`src/design/slc_pkg.sv`:
```
// constants, field layout and mode table shared by both ends of the serial link control bank
// assumes a single configuration clock domain on both ends
package slc_pkg;
  localparam int ADDR_W = 12;
  localparam int DATA_W = 8;
  localparam int SAMPLE_W = 12;
  localparam int NARROW_W = 8;
  localparam int SYNC_STAGES = 3;
  localparam int PIPE_DEPTH = SYNC_STAGES + 1;
  localparam int MODE_COUNT = 8;
  localparam int MB_BLOCKS = 256;
  localparam int EXT_E = 1;

  localparam logic [ADDR_W-1:0] ADDR_LSB_CTRL = 12'h160;
  localparam logic [ADDR_W-1:0] ADDR_LINK_EN = 12'h200;
  localparam logic [ADDR_W-1:0] ADDR_LINK_MODE = 12'h201;
  localparam logic [ADDR_W-1:0] ADDR_MF_LEN = 12'h202;
  localparam logic [ADDR_W-1:0] ADDR_SOFT_SYNC = 12'h203;
  localparam logic [ADDR_W-1:0] ADDR_LINK_CTRL = 12'h204;
  localparam logic [ADDR_W-1:0] ADDR_CAL_CTRL = 12'h300;
  localparam logic [ADDR_W-1:0] ADDR_LINK_STATUS = 12'h301;
  localparam logic [ADDR_W-1:0] ADDR_MODE_MASK = 12'h302;
  localparam logic [ADDR_W-1:0] ADDR_HOST_STATUS = 12'hff0;
  localparam logic [ADDR_W-1:0] ADDR_HOST_READBACK = 12'hff1;

  localparam logic [DATA_W-1:0] RST_LSB_CTRL = 8'h00;
  localparam logic [DATA_W-1:0] RST_LINK_EN = 8'h01;
  localparam logic [DATA_W-1:0] RST_LINK_MODE = 8'h02;
  localparam logic [DATA_W-1:0] RST_MF_LEN = 8'h1f;
  localparam logic [DATA_W-1:0] RST_SOFT_SYNC = 8'h01;
  localparam logic [DATA_W-1:0] RST_LINK_CTRL = 8'h03;
  localparam logic [DATA_W-1:0] RST_CAL_CTRL = 8'h00;
  localparam logic [DATA_W-1:0] RST_MODE_MASK = 8'hff;

  localparam int BIT_TS_EN = 0;
  localparam int BIT_LINK_EN = 0;
  localparam int BIT_SOFT_SYNC = 0;
  localparam int BIT_SCR = 0;
  localparam int BIT_FMT = 1;
  localparam int SYNC_SEL_LO = 2;
  localparam int BIT_LANE_MAP = 4;
  localparam int BIT_CAL_EN = 0;
  localparam int BIT_SYNC_RECV = 1;
  localparam int BIT_ST_SYNC_REQ = 0;
  localparam int BIT_ST_LINK_RST = 1;
  localparam int BIT_HOST_BUSY = 0;
  localparam int MODE_8BIT_BIT = 0;
  localparam int MODE_64B_BIT = 2;

  localparam int PIN_TS = 0;
  localparam int PIN_SYNC = 1;
  localparam int PIN_SYSREF = 2;

  localparam logic [1:0] ILA_CS_VALUE = 2'h0;

  typedef enum logic [1:0] {
    SYNC_DEDICATED = 2'b00,
    SYNC_TIMESTAMP = 2'b01,
    SYNC_SOFT_ONLY = 2'b10,
    SYNC_RESERVED = 2'b11
  } slc_sync_sel_type;

  typedef enum logic [1:0] {
    HOST_IDLE = 2'b00,
    HOST_LINK_OFF = 2'b01,
    HOST_CAL_WRITE = 2'b10,
    HOST_MAIN = 2'b11
  } slc_host_state_type;

  // frames per multiframe minus one for 64b/66b modes: 256*E/F, F taken from the mode
  function automatic logic [7:0] slc_k_minus_one_64b(input logic [7:0] mode);
    logic [8:0] k;
    k = 9'(MB_BLOCKS * EXT_E) >> mode[1:0];
    return 8'(k - 9'h001);
  endfunction
endpackage

```
`src/design/slc_link_if.sv`:
```
// register access path between the configuring end and the link control bank
// assumes both ends run on the same clk_sys; read data stand one cycle after the read strobe
`timescale 1ns/1ps
interface slc_link_if;
  import slc_pkg::*;
  logic [ADDR_W-1:0] regAddr;
  logic [DATA_W-1:0] regWdata;
  logic regWrite;
  logic regRead;
  logic [DATA_W-1:0] regRdata;

  modport dev (
    input regAddr,
    input regWdata,
    input regWrite,
    input regRead,
    output regRdata
  );

  modport host (
    output regAddr,
    output regWdata,
    output regWrite,
    output regRead,
    input regRdata
  );
endinterface

```
`src/design/slc_device.sv`:
```
// link control register bank with timestamp-on-lsb datapath, sync request and multiframe counter
// assumes registers are written through slc_link_if and that sample input is two's complement
`timescale 1ns/1ps
// Overview of operation
// - timestamp enable puts timestamp on sample lsb
// - timestamp delayed equal to sample latency
// - host sets sync receiver with timestamp
// - lsb replaces data bit, 8 or 12
// - ila control bits per sample is zero
// - link enable bit, resets to one
// - disabled link held reset, powered down, gated
// - multiframe counter held reset while disabled
// - host clears link enable before reconfiguring
// - calibration on before link, off after
// - link mode register, reset 0x02
// - mode changes only with link, calibration off
// - only mask-allowed link modes accepted
// - multiframe length is frames minus one
// - 64b/66b modes use 256*E/F frames
// - soft sync zero requests synchronization
// - soft sync works for any source
// - link control layout, reset 0x03
// - sync source: pin, timestamp, software only
// - format bit: offset binary or two's complement
module slc_device
  import slc_pkg::*;
(
  input wire logic clk_sys,
  input wire logic srst,
  input wire logic ce,
  slc_link_if.dev bus,
  input wire logic [SAMPLE_W-1:0] sampleIn,
  input wire logic sampleInValid,
  input wire logic timestampPin,
  input wire logic syncPin_n,
  input wire logic sysrefPin,
  input wire logic frameTick,
  output logic [SAMPLE_W-1:0] sampleOut,
  output logic sampleOutValid,
  output logic linkReset,
  output logic serializerPowerDown,
  output logic linkClockEnable,
  output logic syncRequest,
  output logic scramblerOn,
  output logic upperLaneMap,
  output logic lmfcBoundary,
  output logic [1:0] ilaControlBits,
  output logic calibrationEnable,
  output logic syncReceiverEnable
);
  logic [DATA_W-1:0] lsbCtrl_reg;
  logic [DATA_W-1:0] linkEn_reg;
  logic [DATA_W-1:0] linkMode_reg;
  logic [DATA_W-1:0] mfLen_reg;
  logic [DATA_W-1:0] softSync_reg;
  logic [DATA_W-1:0] linkCtrl_reg;
  logic [DATA_W-1:0] calCtrl_reg;
  logic [DATA_W-1:0] modeMask_reg;
  logic [DATA_W-1:0] rdata_reg;
  logic [DATA_W-1:0] rdata_next;
  logic [2:0] pinS1_reg;
  logic [2:0] pinS2_reg;
  logic [2:0] pinS3_reg;
  logic [2:0] pinFilt_reg;
  logic [2:0] pinFilt_next;
  logic sysrefPrev_reg;
  logic [SAMPLE_W-1:0] samplePipe_reg [PIPE_DEPTH];
  logic [PIPE_DEPTH-1:0] validPipe_reg;
  logic [DATA_W-1:0] mfCount_reg;
  logic [DATA_W-1:0] kMinusOne;
  logic linkOn;
  logic is64b;
  logic is8bit;
  logic tsLevel;
  logic modeAllowed;
  logic syncReqNext;
  logic [SAMPLE_W-1:0] conv;
  logic [SAMPLE_W-1:0] shaped;
  slc_sync_sel_type syncSel;

  assign linkOn = linkEn_reg[BIT_LINK_EN];
  assign is64b = linkMode_reg[MODE_64B_BIT];
  assign is8bit = linkMode_reg[MODE_8BIT_BIT];
  assign syncSel = slc_sync_sel_type'(linkCtrl_reg[SYNC_SEL_LO +: 2]);
  // timestamp pin only counts when its receiver is on
  assign tsLevel = pinFilt_reg[PIN_TS] & calCtrl_reg[BIT_SYNC_RECV];
  assign modeAllowed = (bus.regWdata < DATA_W'(MODE_COUNT)) &&
                       modeMask_reg[bus.regWdata[2:0]];
  assign kMinusOne = is64b ? slc_k_minus_one_64b(linkMode_reg) : mfLen_reg;

  // register writes keep every bit, reserved ones included
  always_ff @(posedge clk_sys) begin
    if (srst) begin
      lsbCtrl_reg <= RST_LSB_CTRL;
      linkEn_reg <= RST_LINK_EN;
      linkMode_reg <= RST_LINK_MODE;
      mfLen_reg <= RST_MF_LEN;
      softSync_reg <= RST_SOFT_SYNC;
      linkCtrl_reg <= RST_LINK_CTRL;
      calCtrl_reg <= RST_CAL_CTRL;
      modeMask_reg <= RST_MODE_MASK;
    end else if (ce && bus.regWrite) begin
      unique case (bus.regAddr)
        ADDR_LSB_CTRL: lsbCtrl_reg <= bus.regWdata;
        ADDR_LINK_EN: linkEn_reg <= bus.regWdata;
        ADDR_LINK_MODE: begin
          if (modeAllowed) begin
            linkMode_reg <= bus.regWdata;
          end
        end
        ADDR_MF_LEN: mfLen_reg <= bus.regWdata;
        ADDR_SOFT_SYNC: softSync_reg <= bus.regWdata;
        ADDR_LINK_CTRL: linkCtrl_reg <= bus.regWdata;
        ADDR_CAL_CTRL: calCtrl_reg <= bus.regWdata;
        ADDR_MODE_MASK: modeMask_reg <= bus.regWdata;
        default: begin
        end
      endcase
    end
  end

  always_comb begin
    rdata_next = '0;
    if (bus.regRead) begin
      unique case (bus.regAddr)
        ADDR_LSB_CTRL: rdata_next = lsbCtrl_reg;
        ADDR_LINK_EN: rdata_next = linkEn_reg;
        ADDR_LINK_MODE: rdata_next = linkMode_reg;
        ADDR_MF_LEN: rdata_next = mfLen_reg;
        ADDR_SOFT_SYNC: rdata_next = softSync_reg;
        ADDR_LINK_CTRL: rdata_next = linkCtrl_reg;
        ADDR_CAL_CTRL: rdata_next = calCtrl_reg;
        ADDR_MODE_MASK: rdata_next = modeMask_reg;
        ADDR_LINK_STATUS: begin
          rdata_next[BIT_ST_SYNC_REQ] = syncRequest;
          rdata_next[BIT_ST_LINK_RST] = linkReset;
        end
        default: rdata_next = '0;
      endcase
    end
  end

  always_ff @(posedge clk_sys) begin
    if (srst) begin
      rdata_reg <= '0;
    end else if (ce) begin
      rdata_reg <= rdata_next;
    end
  end
  assign bus.regRdata = rdata_reg;

  // pin inputs: three flops, a change counts once stages two and three agree
  assign pinFilt_next = (~(pinS2_reg ^ pinS3_reg) & pinS3_reg) |
                        ((pinS2_reg ^ pinS3_reg) & pinFilt_reg);
  always_ff @(posedge clk_sys) begin
    if (srst) begin
      pinS1_reg <= 3'h6;
      pinS2_reg <= 3'h6;
      pinS3_reg <= 3'h6;
      pinFilt_reg <= 3'h6;
      sysrefPrev_reg <= 1'b1;
    end else if (ce) begin
      pinS1_reg <= {sysrefPin, syncPin_n, timestampPin};
      pinS2_reg <= pinS1_reg;
      pinS3_reg <= pinS2_reg;
      pinFilt_reg <= pinFilt_next;
      sysrefPrev_reg <= pinFilt_reg[PIN_SYSREF];
    end
  end

  // samples wait as many cycles as the timestamp spends in its synchroniser
  always_ff @(posedge clk_sys) begin
    if (srst) begin
      for (int i = 0; i < PIPE_DEPTH; i++) begin
        samplePipe_reg[i] <= '0;
      end
      validPipe_reg <= '0;
    end else if (ce) begin
      samplePipe_reg[0] <= sampleIn;
      validPipe_reg <= {validPipe_reg[PIPE_DEPTH-2:0], sampleInValid & linkOn};
      for (int i = 1; i < PIPE_DEPTH; i++) begin
        samplePipe_reg[i] <= samplePipe_reg[i-1];
      end
    end
  end

  always_comb begin
    conv = samplePipe_reg[PIPE_DEPTH-1];
    if (!linkCtrl_reg[BIT_FMT]) begin
      conv[SAMPLE_W-1] = ~conv[SAMPLE_W-1];
    end
    shaped = conv;
    if (is8bit) begin
      shaped = {(SAMPLE_W-NARROW_W)'(0), conv[SAMPLE_W-1 -: NARROW_W]};
    end
    if (lsbCtrl_reg[BIT_TS_EN]) begin
      shaped[0] = tsLevel;
    end
  end

  always_ff @(posedge clk_sys) begin
    if (srst) begin
      sampleOut <= '0;
      sampleOutValid <= 1'b0;
    end else if (ce) begin
      sampleOut <= shaped;
      sampleOutValid <= validPipe_reg[PIPE_DEPTH-1] & linkOn;
    end
  end

  // sync pin is active low; a stuck pin is escaped by selecting any source other than the dedicated pin
  always_comb begin
    syncReqNext = ~softSync_reg[BIT_SOFT_SYNC];
    unique case (syncSel)
      SYNC_DEDICATED: syncReqNext = syncReqNext | ~pinFilt_reg[PIN_SYNC];
      SYNC_TIMESTAMP: syncReqNext = syncReqNext | ~tsLevel;
      SYNC_SOFT_ONLY: syncReqNext = syncReqNext;
      SYNC_RESERVED: syncReqNext = syncReqNext;
    endcase
  end

  always_ff @(posedge clk_sys) begin
    if (srst) begin
      linkReset <= 1'b0;
      serializerPowerDown <= 1'b0;
      linkClockEnable <= 1'b1;
      syncRequest <= 1'b0;
      scramblerOn <= 1'b1;
      upperLaneMap <= 1'b0;
      ilaControlBits <= ILA_CS_VALUE;
      calibrationEnable <= 1'b0;
      syncReceiverEnable <= 1'b0;
    end else if (ce) begin
      linkReset <= ~linkOn;
      serializerPowerDown <= ~linkOn;
      linkClockEnable <= linkOn;
      syncRequest <= syncReqNext & linkOn;
      // 64b/66b always scrambles
      scramblerOn <= linkCtrl_reg[BIT_SCR] | is64b;
      upperLaneMap <= linkCtrl_reg[BIT_LANE_MAP];
      ilaControlBits <= ILA_CS_VALUE;
      calibrationEnable <= calCtrl_reg[BIT_CAL_EN];
      syncReceiverEnable <= calCtrl_reg[BIT_SYNC_RECV];
    end
  end

  // multiframe counter; sysref rising edge realigns it only while the link runs
  always_ff @(posedge clk_sys) begin
    if (srst) begin
      mfCount_reg <= '0;
      lmfcBoundary <= 1'b0;
    end else if (ce) begin
      lmfcBoundary <= 1'b0;
      if (!linkOn) begin
        mfCount_reg <= '0;
      end else if (pinFilt_reg[PIN_SYSREF] && !sysrefPrev_reg) begin
        mfCount_reg <= '0;
      end else if (frameTick) begin
        if (mfCount_reg >= kMinusOne) begin
          mfCount_reg <= '0;
          lmfcBoundary <= 1'b1;
        end else begin
          mfCount_reg <= mfCount_reg + 8'h01;
        end
      end
    end
  end
endmodule

```
`src/flat_wrapper.sv`:
```
// flat-port wrapper written by rule: the top's interface ports become plain ports
module slc_device_flat import slc_pkg::*;
  (clk_sys, srst, ce, sampleIn, sampleInValid, timestampPin, syncPin_n, sysrefPin, frameTick, sampleOut, sampleOutValid, linkReset, serializerPowerDown, linkClockEnable, syncRequest, scramblerOn, upperLaneMap, lmfcBoundary, ilaControlBits, calibrationEnable, syncReceiverEnable, bus_regAddr, bus_regWdata, bus_regWrite, bus_regRead, bus_regRdata);
  slc_link_if bus_i ();
  input wire logic clk_sys;
  input wire logic srst;
  input wire logic ce;
  input wire logic [SAMPLE_W-1:0] sampleIn;
  input wire logic sampleInValid;
  input wire logic timestampPin;
  input wire logic syncPin_n;
  input wire logic sysrefPin;
  input wire logic frameTick;
  output logic [SAMPLE_W-1:0] sampleOut;
  output logic sampleOutValid;
  output logic linkReset;
  output logic serializerPowerDown;
  output logic linkClockEnable;
  output logic syncRequest;
  output logic scramblerOn;
  output logic upperLaneMap;
  output logic lmfcBoundary;
  output logic [1:0] ilaControlBits;
  output logic calibrationEnable;
  output logic syncReceiverEnable;
  input wire logic [$bits(bus_i.regAddr)-1:0] bus_regAddr;
  input wire logic [$bits(bus_i.regWdata)-1:0] bus_regWdata;
  input wire logic [$bits(bus_i.regWrite)-1:0] bus_regWrite;
  input wire logic [$bits(bus_i.regRead)-1:0] bus_regRead;
  output wire logic [$bits(bus_i.regRdata)-1:0] bus_regRdata;
  assign bus_i.regAddr = bus_regAddr;
  assign bus_i.regWdata = bus_regWdata;
  assign bus_i.regWrite = bus_regWrite;
  assign bus_i.regRead = bus_regRead;
  assign bus_regRdata = bus_i.regRdata;
  slc_device u_core (.clk_sys(clk_sys), .srst(srst), .ce(ce), .bus(bus_i), .sampleIn(sampleIn), .sampleInValid(sampleInValid), .timestampPin(timestampPin), .syncPin_n(syncPin_n), .sysrefPin(sysrefPin), .frameTick(frameTick), .sampleOut(sampleOut), .sampleOutValid(sampleOutValid), .linkReset(linkReset), .serializerPowerDown(serializerPowerDown), .linkClockEnable(linkClockEnable), .syncRequest(syncRequest), .scramblerOn(scramblerOn), .upperLaneMap(upperLaneMap), .lmfcBoundary(lmfcBoundary), .ilaControlBits(ilaControlBits), .calibrationEnable(calibrationEnable), .syncReceiverEnable(syncReceiverEnable));
endmodule
```
`config.mk`:
```
export PLATFORM = sky130hd
export DESIGN_NAME = slc_device_flat
export DESIGN_NICKNAME = d
export VERILOG_FILES = /design/src/design/slc_pkg.sv /design/src/design/slc_link_if.sv /design/src/design/slc_device.sv /design/src/flat_wrapper.sv
export SDC_FILE = /design/constraint.sdc
export NUM_CORES = 1
export LEC_CHECK = 0
export ABC_AREA = 1
export BUFFER_PORTS_ARGS = -buffer_cell sky130_fd_sc_hd__buf_2
export CORE_ASPECT_RATIO = 0.5
export CORE_MARGIN = 10
export CORE_UTILIZATION = 35
export CTS_CLUSTER_SIZE = 20
export DETAILED_ROUTE_END_ITERATION = 6
export GPL_TIMING_DRIVEN = 0
export PLACE_DENSITY_LB_ADDON = 0.15
export SETUP_SLACK_MARGIN = 0.02
export SYNTH_ARGS = -nofsm -noshare
export SYNTH_HDL_FRONTEND = slang
export SYNTH_SLANG_ARGS = --single-unit
```
`constraint.sdc`:
```
create_clock -name clk_sys -period 3.25 [get_ports clk_sys]
set_clock_uncertainty 0.1 [all_clocks]
set_input_delay 0.1625 -clock clk_sys [delete_from_list [all_inputs] [get_ports clk_sys]]
set_output_delay 0.1625 -clock clk_sys [all_outputs]
set_load 0.01 [all_outputs]
```
# Word level (Yosys, flattened, before mapping)
# Memory sizes are Yosys's and may differ from the RTL's.
# Cells that the tools add are included.
[classes]
n_reduce_logical = 15
add_sub_neg = 2
shifts = 1
bitwise_logic = 21
n_lt_le_gt_ge = 3
n_mux = 27
eq_ne = 13
[op_table]
columns = ["op", "n"]
rows = [
  ["equality test 12 x 10 -> 1 bit (second input constant)", 8],
  ["2-to-1 mux 12 bit", 5],
  ["2-to-1 mux 8 bit", 6],
  ["one-hot mux 6 bit (8 select lines)", 1],
  ["one-hot mux 2 bit (9 select lines)", 1],
  ["AND reduction 2 bit", 8],
  ["equality test 12 x 9 -> 1 bit (second input constant)", 1],
  ["2-to-1 mux 1 bit", 12],
  ["right shift 9 x 2 -> 8 bit (first input constant)", 1],
  ["adder 8 x 1 -> 8 bit (second input constant)", 1],
  [">= comparator 8 bit", 1],
  ["< comparator 8 x 4 -> 1 bit (second input constant)", 1],
  ["subtractor 8 x 1 -> 8 bit (second input constant)", 1],
  ["OR 1 bit", 7],
  ["AND 3 bit", 2],
  ["inverter 1 bit", 5],
  ["AND 1 bit", 4],
  ["equality test 2 bit (second input constant)", 2],
  ["< comparator 3 x 4 -> 1 bit (second input constant)", 1],
  ["binary-select mux 1 bit (select 3 bit)", 1],
  ["logical AND 1 bit", 3],
  ["inequality test 3 bit (second input constant)", 1],
  ["inverter 3 bit", 1],
  ["OR 3 bit", 1],
  ["7 further kinds", 7],
]
[word_totals]
out_inout_bits = 32
register_bits = 118
word_cells = 109
n_memories = 1
ramBits = 48
[mem_list]
columns = ["name", "depth", "word_bits", "read_ports", "rd_clocked_by_memory_dff", "wr", "line", "text"]
rows = [
  ["u_core.samplePipe_reg", 4, 12, 4, 0, 4, "slc_device.sv:67", "logic [SAMPLE_W-1:0] samplePipe_reg [PIPE_DEPTH];"],
]

# Logic depth before layout (Yosys ltp)
[logic_depth]
depth_word = 8
depth_mapped = 12
depth_no_buf = 12

# Least setup slack after synthesis
# OpenSTA, ideal clock, no wires.
[synth_timing]
kind = "input to register"
from = "input srst"
to = "memory u_core.samplePipe_reg[0][0], enable pin"
arrival_time_ps = 1965
required_ps = 2719
cell_stages = 4
setup_slack_ps = 754
setup_ps = 431
path_cell_list = "buf_2 > nor2_1 > inv_1 > clkbuf_1"
[synth_lines]
columns = ["element", "line", "text"]
rows = [
  ["start, declared", "flat_wrapper.sv:6", "input wire logic srst;"],
  ["end, declared", "slc_device.sv:67", ""],
]

# Worst setup path after layout
[layout_timing]
from = "register u_core.linkMode_reg[2]"
to = "register u_core.mfCount_reg[1]"
[layout_between]
elab_chain_len = 6
[layout_rtl]
columns = ["element", "line", "text"]
rows = [
  ["start, declared", "slc_device.sv:53", "logic [DATA_W-1:0] linkMode_reg;"],
  ["start signal, assigned", "slc_device.sv:108", "linkMode_reg <= bus.regWdata;"],
  ["2-to-1 mux 8 bit", "slc_device.sv:89", "assign kMinusOne = is64b ? slc_k_minus_one_64b(linkMode_reg) : mfLen_reg;"],
  [">= comparator 8 bit", "slc_device.sv:259", "if (mfCount_reg >= kMinusOne) begin"],
  ["2-to-1 mux 8 bit", "slc_device.sv:259", ""],
  ["2-to-1 mux 8 bit", "slc_device.sv:258", "end else if (frameTick) begin"],
  ["2-to-1 mux 8 bit", "slc_device.sv:256", "end else if (pinFilt_reg[PIN_SYSREF] && !sysrefPrev_reg) begin"],
  ["2-to-1 mux 8 bit", "slc_device.sv:254", "if (!linkOn) begin"],
  ["end signal, assigned", "slc_device.sv:263", "mfCount_reg <= mfCount_reg + 8'h01;"],
  ["end, declared", "slc_device.sv:69", "logic [DATA_W-1:0] mfCount_reg;"],
]
# No other way between the ends. The select of a mux whose other input is x is not followed.
# A chain may end at the register's enable or synchronous reset.

==> results.sh <==
export IMPL_top_level_ports=74
export IMPL_ys_ff_latch=166
export IMPL_worst_skew_pair_late_latency_ns=0.43
export IMPL_port_buffer_count=68
export IMPL_final_setup_viol_count=0
export IMPL_die_area_mm2=0.0279
export IMPL_cts_buffer_depth=2
export IMPL_hpwl_mm=15.8
export IMPL_clkPwrFrac=0.474
export IMPL_cts_sinks=166
export IMPL_achievable_frequency_mhz=453
export IMPL_totalNegativeSetupSlack_ns=0
export IMPL_grt_start_max_net_pins=35
export IMPL_maxSlewViolCount=0
export IMPL_cellLeakagePower_nw=4.09
export IMPL_placement_rows=37
export IMPL_synthMostInstantiatedCell="sky130_fd_sc_hd__nand2_1"
export IMPL_maxCapViolations=0
export IMPL_worst_path_max_fanout=10
export IMPL_worst_ir_drop_vdd_mv=0.379
export IMPL_synth_async_sr_flop_share=0
export IMPL_drtIter0Drc=320
export IMPL_largest_register_ffs=48
export IMPL_cts_root_buffer="sky130_fd_sc_hd__clkbuf_16"
export IMPL_cts_inserted_buffers=17
export IMPL_p_seq_frac=0.467
export IMPL_antenna_found_initial=1
export IMPL_synth_commonest_cells="159 x sky130_fd_sc_hd__nand2_1, 122 x sky130_fd_sc_hd__inv_1, 120 x sky130_fd_sc_hd__nor2_1"
export IMPL_avgRoutedWirePerCell_um=16.3
export IMPL_endpoint_kind="flop"
export IMPL_detail_route_wirelength_mm=21.3
export IMPL_gr_total_overflow=0
export IMPL_worst_endpoint_arrival_ns=2.46
export IMPL_die_width_um=226
export IMPL_drc=0
export IMPL_synthDistinctLibCells=45
export IMPL_minimum_clock_period_ns=2.21
export IMPL_post_synth_instance_area_mm2=0.00746
export IMPL_switch_share=0.226
export IMPL_p_comb_frac=0.059
export IMPL_path_clk_slew_ns=0.06
export IMPL_floorplan_die_height_um=123
export IMPL_internal_power_mw=3.66
export IMPL_core_region_area_mm2=0.0207
export IMPL_hold_viol_final=0
export IMPL_power_switching_mw=1.07
export IMPL_primary_ff_master_synth="sky130_fd_sc_hd__dfxtp_1"
export IMPL_synthesis_yosys_warnings=0
export IMPL_drt_pass1_iter_count=7
export IMPL_critical_path_class="reg2reg"
export IMPL_grt_overall_usage=0.158
export IMPL_postSynthCellCount=904
export IMPL_fin_area_mm2=0.00905
export IMPL_insertedDiodeCount=0
export IMPL_power_density_mw_per_mm2=522
export IMPL_htree_num_levels=4
export IMPL_fillerInstances=2065
export IMPL_synth_seq_area_share=0.510
export IMPL_grt_pass1_vias=6072
export IMPL_netlist_area_leader_share=0.317
export IMPL_start_util=0.360
export IMPL_critical_path_startpoint_type="flop"
export IMPL_nNetsFinal=1068
export IMPL_area_grow_syn2layout_pct=21.4
export IMPL_timing_worst_slew_pin_value_ns=0.723
export IMPL_synth_top_cells_by_area="sky130_fd_sc_hd__dfxtp_1 32%, sky130_fd_sc_hd__edfxtp_1 19%, sky130_fd_sc_hd__nand2_1 8.0%, sky130_fd_sc_hd__inv_1 6.1%, sky130_fd_sc_hd__nor2_1 6.0%"
export IMPL_layout_utilization=0.437
export IMPL_gp_routability_congestion=0.878
export IMPL_final_worst_path_period_share=0.679
export IMPL_syn_avg_cell_area_um2=8.25
export IMPL_cp_required_ns=3.51
export IMPL_grt_setup_unrepaired="no"
export IMPL_cts_tree="yes"
export IMPL_final_layout_size_suffix_gt1_frac=0.177
export IMPL_status="completed"
export IMPL_grt_first_pass_wirelength_mm=33.5
export IMPL_min_delay_path_class="in2reg"
export IMPL_yosysTopAreaCell="sky130_fd_sc_hd__dfxtp_1"
export IMPL_placedInstanceArea_mm2=0.00816
export IMPL_routed_via_count=6196
export IMPL_max_slew_margin=0.518
export IMPL_post_drt_via_cell_ratio=4.76
export IMPL_synth_edff_count=48
export IMPL_antenna_violating_nets_post_route=0
export IMPL_cts_repair_resized=0
## path summary, 6_finish.rpt
path	depth (start not counted)	start	endpoint	slack, ns
setup / recovery	12	u_core.linkMode_reg[2]$_SDFFE_PP0P_	u_core.mfCount_reg[1]$_SDFFE_PP0P_	1.04
hold / removal	3	bus_regWdata[2]	u_core.calCtrl_reg[2]$_SDFFE_PP0P_	0.03
setup reg to reg	12	u_core.linkMode_reg[2]$_SDFFE_PP0P_	u_core.mfCount_reg[1]$_SDFFE_PP0P_	1.04
hold reg to reg	2	u_core.linkCtrl_reg[5]$_SDFFE_PP0P_	u_core.linkCtrl_reg[5]$_SDFFE_PP0P_	0.35
## repair_timing
| action | CTS | global route |
|---|---|---|
| endpoints found under the hold margin | 30 | 0 |
| buffers inserted | 0 | 0 |
| hold buffers | 24 | 0 |
## cells in the final DEF, fill, tap and decap left out, types with 5 or more instances in the layout
master,n
sky130_fd_sc_hd__dlygate4sd3_1,24
sky130_fd_sc_hd__nor3_1,7
sky130_fd_sc_hd__nand2_1,159
sky130_fd_sc_hd__a21oi_1,45
sky130_fd_sc_hd__nor2_1,120
sky130_fd_sc_hd__inv_1,122
sky130_fd_sc_hd__nand2_4,5
sky130_fd_sc_hd__a211oi_1,6
sky130_fd_sc_hd__o22ai_1,6
sky130_fd_sc_hd__dfxtp_1,118
sky130_fd_sc_hd__inv_2,17
sky130_fd_sc_hd__clkbuf_1,12
sky130_fd_sc_hd__nand3_1,66
sky130_fd_sc_hd__o211ai_1,16
sky130_fd_sc_hd__ha_1,9
sky130_fd_sc_hd__buf_2,74
sky130_fd_sc_hd__o21ai_0,46
sky130_fd_sc_hd__buf_4,6
sky130_fd_sc_hd__clkbuf_16,17
sky130_fd_sc_hd__nand2_2,10
sky130_fd_sc_hd__nor2_4,9
sky130_fd_sc_hd__xor2_1,6
sky130_fd_sc_hd__o21ai_1,15
sky130_fd_sc_hd__o211ai_2,6
sky130_fd_sc_hd__edfxtp_1,48
## power groups by stage
stage | Clock (mW) | Combinational, mW | Sequential, mW
floorplan | 0 | 0.148 | 2.25
global placement | 0 | 0.250 | 2.25
detailed placement | 0 | 0.257 | 2.25
CTS | 2.28 | 0.281 | 2.21
global route | 2.38 | 0.311 | 2.21
finish | 2.24 | 0.278 | 2.21
## kinds of logic (layout without fill, tap and decap cells)
| kind of cell | Yosys count | in the layout | share of synthesized area |
|---|---|---|---|
| simple gates | 396 | 396 | 0.247 |
| other cells | 1 | 2 | 0.000503 |
| xor+xnor | 6 | 6 | 0.00705 |
| fa+ha+maj | 9 | 9 | 0.0151 |
| buf+inv | 173 | 298 | 0.0958 |
| compound gates | 153 | 153 | 0.124 |
| flops | 166 | 166 | 0.510 |
## area by class of cell
type	count	area [um^2]	share of cell area
inverters	140	531	0.0586
plain buffers	33	185	0.0205
clock inverters	10	165	0.0182
repair buffers	93	601	0.0663
well taps	273	342	0.0377
clock buffers	22	485	0.0536
multi-input cells	566	2940	0.325
flip-flops and latches	166	3800	0.420
## routing by layer
metal	vias up	global-route usage	wire length (um)
met5	-	0	0
met4	0	0.0496	308
met3	20	0.0395	1070
met2	134	0.255	9500
met1	2897	0.205	10400
li1	3145	-	-
## worst max-delay path, stage by stage, from the launching register on
cell                       delay, ns
sky130_fd_sc_hd__dfxtp_1        0.31
sky130_fd_sc_hd__clkbuf_1       0.23
sky130_fd_sc_hd__or2_2          0.36
sky130_fd_sc_hd__ha_1           0.27
sky130_fd_sc_hd__inv_1          0.05
sky130_fd_sc_hd__a21boi_0       0.07
sky130_fd_sc_hd__o21bai_1       0.12
sky130_fd_sc_hd__nand2_1        0.07
sky130_fd_sc_hd__nand2_1        0.10
sky130_fd_sc_hd__nand3_1        0.08
sky130_fd_sc_hd__nand2_1        0.06
sky130_fd_sc_hd__nand2_1        0.16
sky130_fd_sc_hd__nor2_1         0.15
## stage by stage
stage / power, mW / cells / setup WS, ns / hold slack [ns]
final: 4.72 / 1303 / 1.04 / 0.0269
after global routing: 4.90 / 1303 / 0.763 / 0.0338
after CTS: 4.77 / 1303 / 1.01 / 0.00134
after detailed placement: 2.51 / 1247 / 1.02 / 0.289
after global placement: 2.50 / 1246 / -0.0847 / 0.280
after floorplan: 2.40 / 905 / 0.754 / 0.175
Note: power is estimated with default switching activity, not from simulation.
